==> config.mk <==
export PLATFORM = sky130hd
export DESIGN_NAME = osw_clock_switch
export DESIGN_NICKNAME = d
export VERILOG_FILES = /design/src/osw_clock_switch.v /design/src/osw_sync.v
export VERILOG_INCLUDE_DIRS = /design/src
export SDC_FILE = /design/constraint.sdc
export NUM_CORES = 1
export LEC_CHECK = 0
export ABC_AREA = 0
export BUFFER_PORTS_ARGS = -buffer_cell sky130_fd_sc_hd__buf_2
export CAP_MARGIN = 20
export CORE_UTILIZATION = 25
export CTS_CLUSTER_DIAMETER = 120
export CTS_CLUSTER_SIZE = 40
export DETAILED_ROUTE_END_ITERATION = 7
export PLACE_DENSITY = 0.49
export SYNTH_ARGS = -nofsm -noshare
export SYNTH_HDL_FRONTEND = slang
export SYNTH_SLANG_ARGS = --single-unit
==> constraint.sdc <==
create_clock -name core_clk -period 4.7 [get_ports core_clk]
set_input_delay 0 -clock core_clk [delete_from_list [all_inputs] [get_ports core_clk]]
set_output_delay 0 -clock core_clk [all_outputs]
set_load 0.02 [all_outputs]
==> src/osw_defines.vh <==
// constants for the oscillator start-up counter and clock switcher
`ifndef OSW_DEFINES_VH
`define OSW_DEFINES_VH

// oscillator mode configuration codes
`define OSW_MODE_W 3
`define OSW_MODE_LOW_POWER_CRYSTAL 3'h0
`define OSW_MODE_STANDARD_CRYSTAL 3'h1
`define OSW_MODE_HIGH_SPEED_CRYSTAL 3'h2
`define OSW_MODE_EXT_CLOCK 3'h3

// clock source select codes
`define OSW_SEL_W 2
`define OSW_SEL_PRIMARY 2'h0
`define OSW_SEL_SECONDARY 2'h1
`define OSW_SEL_INTERNAL 2'h2
`define OSW_SEL_RESET 2'h0

// start-up counter length in oscillator cycles, and counter width
`define OSW_STARTUP_CYCLES 1024
`define OSW_STARTUP_CNT_W 11

// edges waited on each side of the switch
`define OSW_SWITCH_EDGES 2

`endif

==> src/osw_clock_switch.v <==
// oscillator start-up counter and glitch-free system clock switcher
`timescale 1ns/1ps
`include "osw_defines.vh"

// Function
// - start-up counting only applies in low-power, standard or high-speed crystal modes
// - external oscillator is stable only after 1024 cycles on its input
// - program counter held while counting and primary oscillator is system clock
// - counting restarts on power-on, brown-out, wake, enable or power-up timer expiry
// - system clock stays on old source until the requested source is ready
// - after new source ready, wait two consecutive old-clock rising edges
// - then hold system clock low from the next old-clock falling edge
// - while held low, wait two more rising edges of the new clock
// - on next new-clock falling edge release hold and run from new clock
module osw_clock_switch #(
  parameter STARTUP_CYCLES = `OSW_STARTUP_CYCLES,
  parameter CNT_W = `OSW_STARTUP_CNT_W
) (
  input wire core_clk,
  input wire rst_b,
  input wire clk_en,
  input wire [`OSW_MODE_W-1:0] osc_mode,
  input wire [`OSW_SEL_W-1:0] clock_source_select,
  input wire external_oscillator_input,
  input wire sec_osc_in,
  input wire int_osc_in,
  input wire sec_ready_in,
  input wire power_on_reset_event,
  input wire brown_out_reset_event,
  input wire wake_event,
  input wire osc_enable_event,
  input wire power_up_timer_expired,
  output wire sys_clk_out,
  output wire pc_hold,
  output wire startup_running,
  output wire switch_busy,
  output wire [`OSW_SEL_W-1:0] active_source
);

  localparam [2:0] ST_IDLE = 3'h0;
  localparam [2:0] ST_WAIT_READY = 3'h1;
  localparam [2:0] ST_OLD_RISE = 3'h2;
  localparam [2:0] ST_OLD_FALL = 3'h3;
  localparam [2:0] ST_NEW_RISE = 3'h4;
  localparam [2:0] ST_NEW_FALL = 3'h5;

  // full-width terminal counts, cut to the counter widths on purpose
  localparam [31:0] CNT_LAST_FULL = STARTUP_CYCLES - 1;
  localparam [31:0] EDGE_LAST_FULL = `OSW_SWITCH_EDGES - 1;
  localparam [CNT_W-1:0] CNT_LAST = CNT_LAST_FULL[CNT_W-1:0];
  localparam [1:0] EDGE_LAST = EDGE_LAST_FULL[1:0];

  // pick one bit of a per-source vector; code 3 aliases the internal source
  function pick;
    input [3:0] vec;
    input [1:0] sel;
    begin
      if (sel == 2'h3) begin
        pick = vec[`OSW_SEL_INTERNAL];
      end else begin
        pick = vec[sel];
      end
    end
  endfunction

  wire [3:0] pin_raw;
  wire [3:0] pin_sync;
  wire [3:0] lvl;
  wire [3:0] rise;
  wire [3:0] fall;
  wire [3:0] ready;
  wire crystal_mode;
  wire restart;
  wire ext_ready;

  reg [3:0] lvl_d_reg;
  reg [CNT_W-1:0] cnt_reg;
  reg [CNT_W-1:0] cnt_next;
  reg running_reg;
  reg running_next;
  reg [2:0] state_reg;
  reg [2:0] state_next;
  reg [1:0] cur_reg;
  reg [1:0] cur_next;
  reg [1:0] req_reg;
  reg [1:0] req_next;
  reg [1:0] edge_reg;
  reg [1:0] edge_next;
  reg hold_reg;
  reg hold_next;
  reg sys_clk_reg;
  reg pc_hold_reg;
  reg pc_hold_next;

  assign pin_raw = {sec_ready_in, int_osc_in, sec_osc_in, external_oscillator_input};

  genvar gi;
  generate
    for (gi = 0; gi < 4; gi = gi + 1) begin : g_sync
      osw_sync u_sync (
        .core_clk(core_clk),
        .rst_b(rst_b),
        .clk_en(clk_en),
        .async_in(pin_raw[gi]),
        .sync_out(pin_sync[gi])
      );
    end
  endgenerate

  // per-source clock levels; slot 3 mirrors the internal source
  assign lvl = {pin_sync[2], pin_sync[2:0]};
  assign rise = lvl & ~lvl_d_reg;
  assign fall = ~lvl & lvl_d_reg;

  always @(posedge core_clk or negedge rst_b) begin
    if (!rst_b) begin
      lvl_d_reg <= 4'h0;
    end else if (clk_en) begin
      lvl_d_reg <= lvl;
    end
  end

  // start-up counter on the primary oscillator
  assign crystal_mode = (osc_mode == `OSW_MODE_LOW_POWER_CRYSTAL) ||
                        (osc_mode == `OSW_MODE_STANDARD_CRYSTAL) ||
                        (osc_mode == `OSW_MODE_HIGH_SPEED_CRYSTAL);
  assign restart = crystal_mode & (power_on_reset_event | brown_out_reset_event |
                   wake_event | osc_enable_event | power_up_timer_expired);
  assign ext_ready = ~crystal_mode | ~running_reg;

  always @* begin
    cnt_next = cnt_reg;
    running_next = running_reg;
    if (restart) begin
      cnt_next = {CNT_W{1'b0}};
      running_next = 1'b1;
    end else if (running_reg && rise[`OSW_SEL_PRIMARY]) begin
      if (cnt_reg == CNT_LAST) begin
        cnt_next = {CNT_W{1'b0}};
        running_next = 1'b0;
      end else begin
        cnt_next = cnt_reg + {{(CNT_W-1){1'b0}}, 1'b1};
      end
    end
  end

  // secondary readiness arrives through a synchroniser; internal is always ready
  assign ready = {1'b1, 1'b1, pin_sync[3], ext_ready};

  // switch sequencer
  always @* begin
    state_next = state_reg;
    cur_next = cur_reg;
    req_next = req_reg;
    edge_next = edge_reg;
    hold_next = hold_reg;
    case (state_reg)
      ST_IDLE: begin
        if (clock_source_select != cur_reg) begin
          req_next = clock_source_select;
          state_next = ST_WAIT_READY;
        end
      end
      ST_WAIT_READY: begin
        // a new write retargets the request while nothing is committed yet
        req_next = clock_source_select;
        if (clock_source_select == cur_reg) begin
          state_next = ST_IDLE;
        end else if (pick(ready, clock_source_select)) begin
          edge_next = 2'h0;
          state_next = ST_OLD_RISE;
        end
      end
      ST_OLD_RISE: begin
        if (pick(rise, cur_reg)) begin
          if (edge_reg == EDGE_LAST) begin
            state_next = ST_OLD_FALL;
          end else begin
            edge_next = edge_reg + 2'h1;
          end
        end
      end
      ST_OLD_FALL: begin
        if (pick(fall, cur_reg)) begin
          hold_next = 1'b1;
          edge_next = 2'h0;
          state_next = ST_NEW_RISE;
        end
      end
      ST_NEW_RISE: begin
        if (pick(rise, req_reg)) begin
          if (edge_reg == EDGE_LAST) begin
            state_next = ST_NEW_FALL;
          end else begin
            edge_next = edge_reg + 2'h1;
          end
        end
      end
      ST_NEW_FALL: begin
        if (pick(fall, req_reg)) begin
          hold_next = 1'b0;
          cur_next = req_reg;
          state_next = ST_IDLE;
        end
      end
      default: begin
        state_next = ST_IDLE;
        hold_next = 1'b0;
      end
    endcase
  end

  // execution stalls while the running primary source is still starting up
  always @* begin
    pc_hold_next = running_next & crystal_mode & (cur_next == `OSW_SEL_PRIMARY);
  end

  always @(posedge core_clk or negedge rst_b) begin
    if (!rst_b) begin
      cnt_reg <= {CNT_W{1'b0}};
      running_reg <= 1'b1;
      state_reg <= ST_IDLE;
      cur_reg <= `OSW_SEL_RESET;
      req_reg <= `OSW_SEL_RESET;
      edge_reg <= 2'h0;
      hold_reg <= 1'b0;
      sys_clk_reg <= 1'b0;
      pc_hold_reg <= 1'b0;
    end else if (clk_en) begin
      cnt_reg <= cnt_next;
      running_reg <= running_next;
      state_reg <= state_next;
      cur_reg <= cur_next;
      req_reg <= req_next;
      edge_reg <= edge_next;
      hold_reg <= hold_next;
      // the old source keeps driving until the hold takes over
      sys_clk_reg <= hold_next ? 1'b0 : pick(lvl, cur_next);
      pc_hold_reg <= pc_hold_next;
    end
  end

  assign sys_clk_out = sys_clk_reg;
  assign pc_hold = pc_hold_reg;
  assign startup_running = running_reg & crystal_mode;
  assign switch_busy = (state_reg != ST_IDLE);
  assign active_source = cur_reg;

endmodule

==> src/osw_sync.v <==
// two-flop synchroniser for one level from outside the core clock domain
`timescale 1ns/1ps
module osw_sync (
  input wire core_clk,
  input wire rst_b,
  input wire clk_en,
  input wire async_in,
  output wire sync_out
);
  reg meta_reg;
  reg sync_reg;

  always @(posedge core_clk or negedge rst_b) begin
    if (!rst_b) begin
      meta_reg <= 1'b0;
      sync_reg <= 1'b0;
    end else if (clk_en) begin
      meta_reg <= async_in;
      sync_reg <= meta_reg;
    end
  end

  assign sync_out = sync_reg;
endmodule
==> flow_summary.json, run 1 <==
{
  "detail_route.first_pass.iterations": 4,
  "grt_pass1_vias": 1561,
  "setup_viol": 0,
  "power_density_nw_per_um2": 437,
  "vdd_ir_drop_max_v": 0.000122,
  "drt_iter0_markers": 114,
  "finalNetCount": 248,
  "core-area_um2": 7890,
  "slew_viol_final": 0,
  "antenna_left": 0,
  "setup_slack_ns": 2.74,
  "switchingPower_mw": 0.410,
  "grt_max_degree": 36,
  "ys_types": 58,
  "async_flop_share": 1.00,
  "clock.fmax_mhz": 510,
  "routedWlPerCell_um": 13.7,
  "start_util": 0.263,
  "finalSetupTns_ns": 0,
  "power_frac_seq": 0.433,
  "status": "complete, no violations",
  "tightest_slew_ns": 0.802,
  "via_per_inst": 4.93,
  "arrival_ns": 2.14,
  "yosysTopAreaCell": "dfrtp_1",
  "crit_chain": "or4b_4, nand4_2, a21oi_2, nor4_2, mux2_1",
  "p_leak_nw": 0.968,
  "yosys_register_bits": 35,
  "fill_cells": 828,
  "pre_cts_slack_ns": 2.74,
  "cp-start-kind": "register",
  "yosysWarnings": 0,
  "timing.rr.end": "state_reg[0]$_DFFE_PN0P_",
  "endpoint": "state_reg[0]$_DFFE_PN0P_",
  "num_antenna_cells": 0,
  "cts.sinks": 35,
  "critPathKind": "reg -> reg",
  "hold_viol": 0,
  "critPathCaptureType": "register",
  "p_total_mw": 1.04,
  "clkTransAtPathRegs_ns": 0.08,
  "hold_class": "in -> reg",
  "reg2reg_from": "active_source[0]$_DFFE_PN0P_",
  "avgSynthCellArea_um2": 10.2,
  "vias": 1636,
  "cts_buffers": 5,
  "netlist_area_um2": 2080,
  "cts_tree": "yes",
  "synth_edf_count": 0,
  "ios": 23,
  "r2r_slack_ns": 2.74,
  "portBuffers": 22,
  "overflow": 0,
  "cp.required_ns": 4.88,
  "antenna_found_initial": 0,
  "cts_root_buf": "clkbuf_8",
  "relSlewSlack": 0.465,
  "largest_reg_flops": 11,
  "critPathMaxFanout": 8,
  "synth_seq_area_share": 0.422,
  "grt_pass1_wl_um": 7960,
  "syn-num-nets": 222,
  "yosysTopAreaCellShare": 0.409,
  "dp_hpwl_um": 3280,
  "drc": 0,
  "synth_commonest_cells": "dfrtp_1, nor2_1, mux2_2",
  "timing.final.crit_share": 0.417,
  "fin_util": 0.303,
  "syn_inst": 203,
  "period_minus_slack_ns": 1.96,
  "h-tree-depth": 2,
  "clkPwrFrac": 0.213,
  "maxCapViolations": 0,
  "cpPeakStageDelay_ns": 0.57,
  "ys.flop_type": "dfrtp_1",
  "ys_top_cells_by_area": "dfrtp_1, mux2_2, nor2_1",
  "die_x_um": 93.2,
  "grtUsageTotal": 0.118,
  "layout-drive-gt1-share": 0.226,
  "rows": 32,
  "p_comb_frac": 0.355,
  "yosysMostFrequentCell": "dfrtp_1",
  "fin_hold_ws_ns": 0.0126,
  "design.die.area_um2": 8680,
  "cts_setup_buffers": 0,
  "hold_buffers": 6,
  "switching_share": 0.393,
  "cts_buffer_depth": 2,
  "clock_latency_ns": 0.29,
  "finClkSkew_ns": 0.00991,
  "rsz0062_at_grt": "no",
  "setup.worst_path.start": "active_source[0]$_DFFE_PN0P_",
  "slowest_stage": "or4b_4",
  "worst-r2r-cell-count": 5,
  "area_growth_syn_to_layout_pct": 15.1,
  "wl_um": 4540,
  "power.internal_mw": 0.634,
  "post_cts_resized": 0,
  "place_congestion": 0.788,
  "fp.dieH_um": 93.2
}
[final cells by class]
cell class | instances | area, um^2 | area share
clock buffers | 5 | 68.8 | 0.0288
clock inverters | 3 | 20.0 | 0.00837
inverters | 7 | 26.3 | 0.0110
multi-input cells | 152 | 1100 | 0.460
flip-flops and latches | 35 | 877 | 0.367
well taps | 102 | 128 | 0.0534
repair buffers | 28 | 170 | 0.0712
[stage by stage]
step	instance area [um^2]	cells
finish	2390	332
global placement	2240	318
detailed placement	2240	318
global route	2390	332
floorplan	2080	203
CTS	2390	332
[power groups by stage]
stage	combinational, mW	clock, mW	sequential (mW)
2_1_floorplan	0.325	0	0.426
3_3_place_gp	0.368	0	0.455
3_5_place_dp	0.369	0	0.456
4_1_cts	0.374	0.235	0.450
5_1_grt	0.411	0.249	0.467
6_report	0.370	0.222	0.452
[worst max-delay path, delay by kind of cell (launching register included)]
family	cells	cell delay [ns]
multiplexers	1	0.34
AND/OR/NAND/NOR	3	0.96
AO/OA/AOI/OAI	1	0.09
flip-flops	1	0.46
[kinds of logic (layout without fill, tap and decap cells)]
family	after synthesis	count (layout)	share of synthesized area
mux	16	16	0.0861
fa+ha+maj	2	2	0.0120
simple gates	77	77	0.226
flops	35	35	0.422
buf+inv	16	43	0.0482
compound gates	48	48	0.167
xor+xnor	9	9	0.0379
[placed cells by master, fill, tap and decap left out, types with 4 or more instances in the layout]
master / synthesis / final
a21oi_1: 11 / 11
and2_1: 4 / 4
and3b_1: 4 / 4
buf_2: 0 / 22
clkbuf_8: 1 / 5
dfrtp_1: 34 / 34
dlygate4sd3_1: 0 / 6
inv_1: 7 / 7
mux2_2: 12 / 12
nand2_1: 11 / 11
nand3_1: 5 / 5
nand3b_1: 4 / 4
nor2_1: 19 / 19
o2111ai_1: 4 / 4
o21ai_1: 8 / 8
xnor2_1: 5 / 5
xor2_1: 4 / 4
[metal layers]
metal	GRT usage	part of all wire	vias up
met5	0	0	-
met4	0.0423	0.013	0
met3	0.0244	0.025	4
met2	0.178	0.46	29
met1	0.164	0.51	798
li1	-	-	805
[worst min path at each step]
| stage | cells past startpoint | start | end | slack, ns |
|---|---|---|---|---|
| 2_1_floorplan | 0 | rst_b | active_source[0]$_DFFE_PN0P_ | -0.30 |
| 6_report | 2 | clock_source_select[1] | req_reg[1]$_DFFE_PN0P_ | 0.01 |
| 3_3_place_gp | 1 | rst_b | cnt_reg[4]$_DFFE_PN0P_ | 0.15 |
| 4_1_cts | 2 | clock_source_select[1] | req_reg[1]$_DFFE_PN0P_ | 0.009 |
| 3_5_place_dp | 1 | rst_b | cnt_reg[4]$_DFFE_PN0P_ | 0.16 |
| 5_1_grt | 2 | clock_source_select[1] | req_reg[1]$_DFFE_PN0P_ | 0.008 |
Power figures use the tool's default switching activity.
==> run 2, diff against run 1 <==
ABC_AREA = 1   (was 0)
PLACE_DENSITY = 0.5   (was 0.49)
clock period = 1.7 ns   (was 4.7 ns; I/O delays follow)
==> run 2 against run 1 <==
  * Sequential share of layout area down 2.2 points
  * Worst hold slack worse by 0.0016 ns
  * Non-clock buffer count up 3
  * Sequential cell count unchanged
  * Critical path depth up 1
  * Count of clock-buffer cells in the layout up 1
  * Clock skew down 0.0032 ns
==> flow_summary.json, run 2 <==
{
  "relSlewSlack": 0.707,
  "ys_top_cells_by_area": "dfrtp_1, nand2_1, nand3_1",
  "netlist_area_um2": 2110,
  "cts_tree": "yes",
  "wl_um": 4950,
  "largest_reg_flops": 11,
  "cts_buffers": 5,
  "arrival_ns": 1.73,
  "cp_num_buf_inv": 0,
  "via_per_inst": 4.37,
  "slew_viol_final": 0,
  "layoutNonFillerInstCount": 438,
  "grt_pass1_vias": 1827,
  "area_growth_syn_to_layout_pct": 20.5,
  "timing.final.crit_share": 0.911,
  "grtUsageTotal": 0.126,
  "ys_types": 31,
  "yosysWarnings": 0,
  "placed_cell_area_um2": 2360,
  "synth_commonest_cells": "nand2_1, dfrtp_1, inv_1, nand3_1, nor2_1",
  "vdd_ir_drop_max_v": 0.000498,
  "portBuffers": 22,
  "syn-num-nets": 317,
  "antenna_found_initial": 0,
  "detail_route.first_pass.iterations": 4,
  "cp-start-kind": "register",
  "r2r_slack_ns": 0.15,
  "finalNetCount": 351,
  "start_util": 0.258,
  "cts.sinks": 35,
  "ys.flop_type": "dfrtp_1",
  "maxCapViolations": 0,
  "power_density_nw_per_um2": 1300,
  "place_congestion": 0.818,
  "cp.required_ns": 1.88,
  "cts_root_buf": "clkbuf_8",
  "layout-drive-gt1-share": 0.165,
  "place_inst": 424,
  "critPathKind": "reg -> reg",
  "worst-r2r-cell-count": 6,
  "avgSynthCellArea_um2": 7.07,
  "yosys_register_bits": 35,
  "synth_seq_area_share": 0.416,
  "final_cell_mix": "nand2_1, inv_1, dfrtp_1, nand3_1, buf_2",
  "hold_class": "in -> reg",
  "finClkSkew_ns": 0.00674,
  "syn_inst": 298,
  "ios": 23,
  "yosysMostFrequentCell": "nand2_1",
  "status": "complete, no violations",
  "h-tree-depth": 2,
  "drc": 0,
  "async_flop_share": 1.00,
  "fp.dieH_um": 93.8,
  "yosysTopAreaCell": "dfrtp_1",
  "grt_max_degree": 20,
  "slowest_stage": "dfrtp_1",
  "critical_path_depth": 6,
  "antenna_left": 0,
  "num_antenna_cells": 0,
  "cp_top_family": "simple AND/OR/NAND/NOR gates",
  "critPathCaptureType": "register",
  "tightest_slew_ns": 0.440,
  "rows": 33,
  "vias": 1915,
  "setup_viol": 0,
  "routedWlPerCell_um": 11.3,
  "p_leak_nw": 1.25,
  "p_total_mw": 3.31,
  "rsz0062_at_grt": "no",
  "clkTransAtPathRegs_ns": 0.08,
  "dp_hpwl_um": 3750,
  "hold_viol": 0,
  "period_minus_slack_ns": 1.55,
  "grt_pass1_wl_um": 8610,
  "clock_latency_ns": 0.29,
  "finalSetupTns_ns": 0,
  "die_x_um": 93.8,
  "clock.fmax_mhz": 646,
  "layout_commonest_cell": "nand2_1",
  "fin_util": 0.311,
  "hold_depth": 3,
  "yosysTopAreaCellShare": 0.404,
  "core-area_um2": 8180,
  "synth_edf_count": 0,
  "overflow": 0,
  "critPathMaxFanout": 5,
  "cts_buffer_depth": 2,
  "design.die.area_um2": 8800,
  "drt_iter0_markers": 60,
  "postLayoutCellArea_um2": 2540,
  "crit_chain": "ha_2, nand3_2, nor4_2, nand2_1, nand4_1, o21ai_0",
  "cpPeakStageDelay_ns": 0.40
}
[run 2: per-layer routing]
layer | part of all wire | track usage
met2 | 0.44 | 0.204
met4 | 0.012 | 0.0385
met5 | 0 | 0
met1 | 0.51 | 0.165
met3 | 0.034 | 0.0316
[run 2: path summary, 6_finish.rpt]
path                                                         end                                   from
max                                       cnt_reg[0]$_DFFE_PN0P_                 cnt_reg[0]$_DFFE_PN0P_
min                                       req_reg[0]$_DFFE_PN0P_                 clock_source_select[0]
min reg2reg                g_sync[3].u_sync.meta_reg$_DFFE_PN0P_  g_sync[3].u_sync.meta_reg$_DFFE_PN0P_
max reg2reg                               cnt_reg[0]$_DFFE_PN0P_                 cnt_reg[0]$_DFFE_PN0P_
min in group asynchronous                 cnt_reg[2]$_DFFE_PN0P_                                  rst_b
max in group asynchronous  g_sync[1].u_sync.meta_reg$_DFFE_PN0P_                                  rst_b
[run 2: timing repair]
| action | 4_1_cts | 5_1_grt |
|---|---|---|
| gates resized for setup | 0 | 2 |
| endpoints found under the setup margin | 0 | 7 |
| endpoints found under the hold margin | 19 | 0 |
| hold buffers | 5 | 0 |
| setup buffers | 0 | 1 |
[run 2: logic make-up after synthesis]
kind of cell / count (synthesis) / synth area share
buf+inv: 41 / 0.0784
compound gates: 32 / 0.0819
flops: 35 / 0.416
fa+ha+maj: 2 / 0.0119
xor+xnor: 4 / 0.0166
simple gates: 184 / 0.395
[run 2: layout make-up]
| class | instances | area (um^2) |
|---|---|---|
| sequential | 35 | 877 |
| inverter | 37 | 139 |
| tap | 105 | 131 |
| multi-input combinational | 222 | 1070 |
| fill | 901 | 5640 |
| clock buffer | 6 | 82.6 |
| clock inverter | 2 | 35.0 |
| timing repair buffer | 31 | 203 |
[run 2: power by group]
part	internal, mW	leakage, nW	switching (mW)	total (mW)
Combinational	0.449	0.741	0.813	1.26
Clock	0.475	0.0612	0.332	0.807
Sequential	1.02	0.451	0.216	1.24
Total	1.95	1.25	1.36	3.31
[run 2: worst register-to-register path: stages (launching register included)]
cell and delay [ns]:
dfrtp_1 0.40, ha_2 0.24, nand3_2 0.11, nor4_2 0.24, nand2_1 0.22, nand4_1 0.13
o21ai_0 0.09
[run 2: per-stage QoR]
stage,setup WS (ns),hold slack [ns]
3_5_place_dp,0.122,-0.0219
3_3_place_gp,0.172,-0.0157
4_1_cts,0.104,0.00680
5_1_grt,0.00276,0.0129
2_1_floorplan,0.283,-0.296
6_report,0.152,0.0110
==> run 3, diff against run 2 <==
CORE_ASPECT_RATIO = 0.7   (was default)
==> run 3 against run 2 <==
  * The run now ends with design-rule violations left
  * Non-clock buffer count grew 1
  * Register-to-register slack gained 0.02 ns
  * Clock skew shrank 0.00071 ns
  * Largest power group unchanged
  * Highest routed layer unchanged
==> flow_summary.json, run 3 (synthesis gave the netlist of run 2 again) <==
{
  "setup_slack_ns": 0.170,
  "rows": 27,
  "timing.final.crit_share": 0.900,
  "grt_pass1_wl_um": 8930,
  "cts_root_buf": "clkbuf_16",
  "layoutNonFillerInstCount": 435,
  "switchingPower_mw": 1.42,
  "area_growth_syn_to_layout_pct": 23.2,
  "portBuffers": 22,
  "met3_wirelength_um": 216,
  "cp-start-kind": "register",
  "p_leak_nw": 1.29,
  "met1_length_um": 2910,
  "power_frac_seq": 0.357,
  "grtUsageTotal": 0.128,
  "start_util": 0.263,
  "place_inst": 421,
  "clkPwrFrac": 0.273,
  "rsz0062_at_grt": "no",
  "wl_um": 5170,
  "cts_tree": "yes",
  "arrival_ns": 1.70,
  "finalSetupTns_ns": 0,
  "hold_viol": 0,
  "routedWlPerCell_um": 11.9,
  "tightest_slew_ns": 0.484,
  "num_antenna_cells": 0,
  "period_minus_slack_ns": 1.53,
  "die_x_um": 112,
  "overflow": 0,
  "clkTransAtPathRegs_ns": 0.06,
  "layout-drive-gt1-share": 0.171,
  "critPathCaptureType": "register",
  "grt_max_degree": 36,
  "critPathKind": "reg -> reg",
  "maxCapViolations": 0,
  "vdd_ir_drop_max_v": 0.000504,
  "drt_iter0_markers": 125,
  "finClkSkew_ns": 0.00603,
  "design.die.area_um2": 8810,
  "cts_buffers": 5,
  "p_total_mw": 3.54,
  "grt_pass1_vias": 1819,
  "final_cell_mix": "nand2_1, inv_1, nand3_1, dfrtp_1, buf_2",
  "layout_commonest_cell": "nand2_1",
  "antenna_found_initial": 0,
  "critPathMaxFanout": 4,
  "met2_length_um": 2020,
  "top_layer_used": "met4",
  "power.internal_mw": 2.11,
  "place_congestion": 0.847,
  "hold_class": "in -> reg",
  "fp.dieH_um": 78.8,
  "ios": 23,
  "power_density_nw_per_um2": 1360,
  "vias": 1957,
  "clock.fmax_mhz": 653,
  "via_per_inst": 4.50,
  "detail_route.first_pass.iterations": 6,
  "dp_hpwl_um": 3840,
  "status": "complete, but fails checks",
  "violations": "design-rule violations",
  "drc": 2,
  "cts_buffer_depth": 2,
  "switching_share": 0.403,
  "finalNetCount": 352,
  "clock_latency_ns": 0.28,
  "setup_viol": 0,
  "fill_cells": 834,
  "core-area_um2": 8010,
  "largest_reg_flops": 11,
  "cts.sinks": 35,
  "antenna_left": 0,
  "pre_cts_slack_ns": 0.0951,
  "relSlewSlack": 0.678,
  "p_comb_frac": 0.370,
  "cp.required_ns": 1.87,
  "h-tree-depth": 2,
  "slew_viol_final": 0
}
## run 3: layout make-up
| type | count | area (um^2) | area share |
|---|---|---|---|
| flip-flops and latches | 35 | 878 | 0.338 |
| clock buffers | 8 | 156 | 0.0602 |
| repair buffers | 32 | 198 | 0.0761 |
| multi-input cells | 222 | 1100 | 0.423 |
| well taps | 101 | 126 | 0.0487 |
| inverters | 37 | 139 | 0.0535 |
## run 3: what timing repair did
action,in CTS,in global routing
hold buffers,5,0
gates resized for setup,0,6
setup buffers,0,1
setup endpoints to repair,0,10
hold endpoints to repair,38,0
## run 3: worst paths after layout
kind / start / endpoint / slack [ns] / cells after the start
worst max register to register: cnt_reg[0]$_DFFE_PN0P_ / cnt_reg[3]$_DFFE_PN0P_ / 0.17 / 9
worst min register to register: edge_reg[1]$_DFFE_PN0P_ / edge_reg[1]$_DFFE_PN0P_ / 0.47 / 2
max in group asynchronous: rst_b / active_source[0]$_DFFE_PN0P_ / 1.03 / 3
min in group asynchronous: rst_b / cnt_reg[6]$_DFFE_PN0P_ / 0.30 / 3
worst min-delay path: clock_source_select[1] / req_reg[1]$_DFFE_PN0P_ / 0.05 / 3
worst max-delay path: cnt_reg[0]$_DFFE_PN0P_ / cnt_reg[3]$_DFFE_PN0P_ / 0.17 / 9
## run 3: power groups by stage
stage          combinational, mW  clock, mW  sequential, mW
2_1_floorplan              0.913          0            1.24
3_3_place_gp                1.26          0            1.26
3_5_place_dp                1.26          0            1.26
4_1_cts                     1.27      0.999            1.24
5_1_grt                     1.50       1.03            1.31
6_report                    1.31      0.965            1.26
## run 3: worst max-delay path: stages (launching register included)
cell     delay, ns
dfrtp_1       0.42
ha_4          0.17
nand3_2       0.12
nor3_2        0.19
and2_1        0.14
inv_1         0.04
o21ai_0       0.15
nand2_1       0.09
nand2_1       0.07
nor2_1        0.04
## run 3: stage by stage
stage / util / hold slack (ns) / cell area, um^2
3_5_place_dp: 0.293 / 0.0841 / 2350
5_1_grt: 0.324 / 0.0650 / 2600
3_3_place_gp: 0.293 / 0.0837 / 2350
6_report: 0.324 / 0.0452 / 2600
2_1_floorplan: - / -0.296 / 2110
4_1_cts: 0.319 / 0.0331 / 2550
## run 3: metal layers
metal	global-route usage	up-vias
met5	0	-
met4	0.0324	0
met3	0.0252	2
met2	0.181	42
met1	0.196	883
li1	-	1030
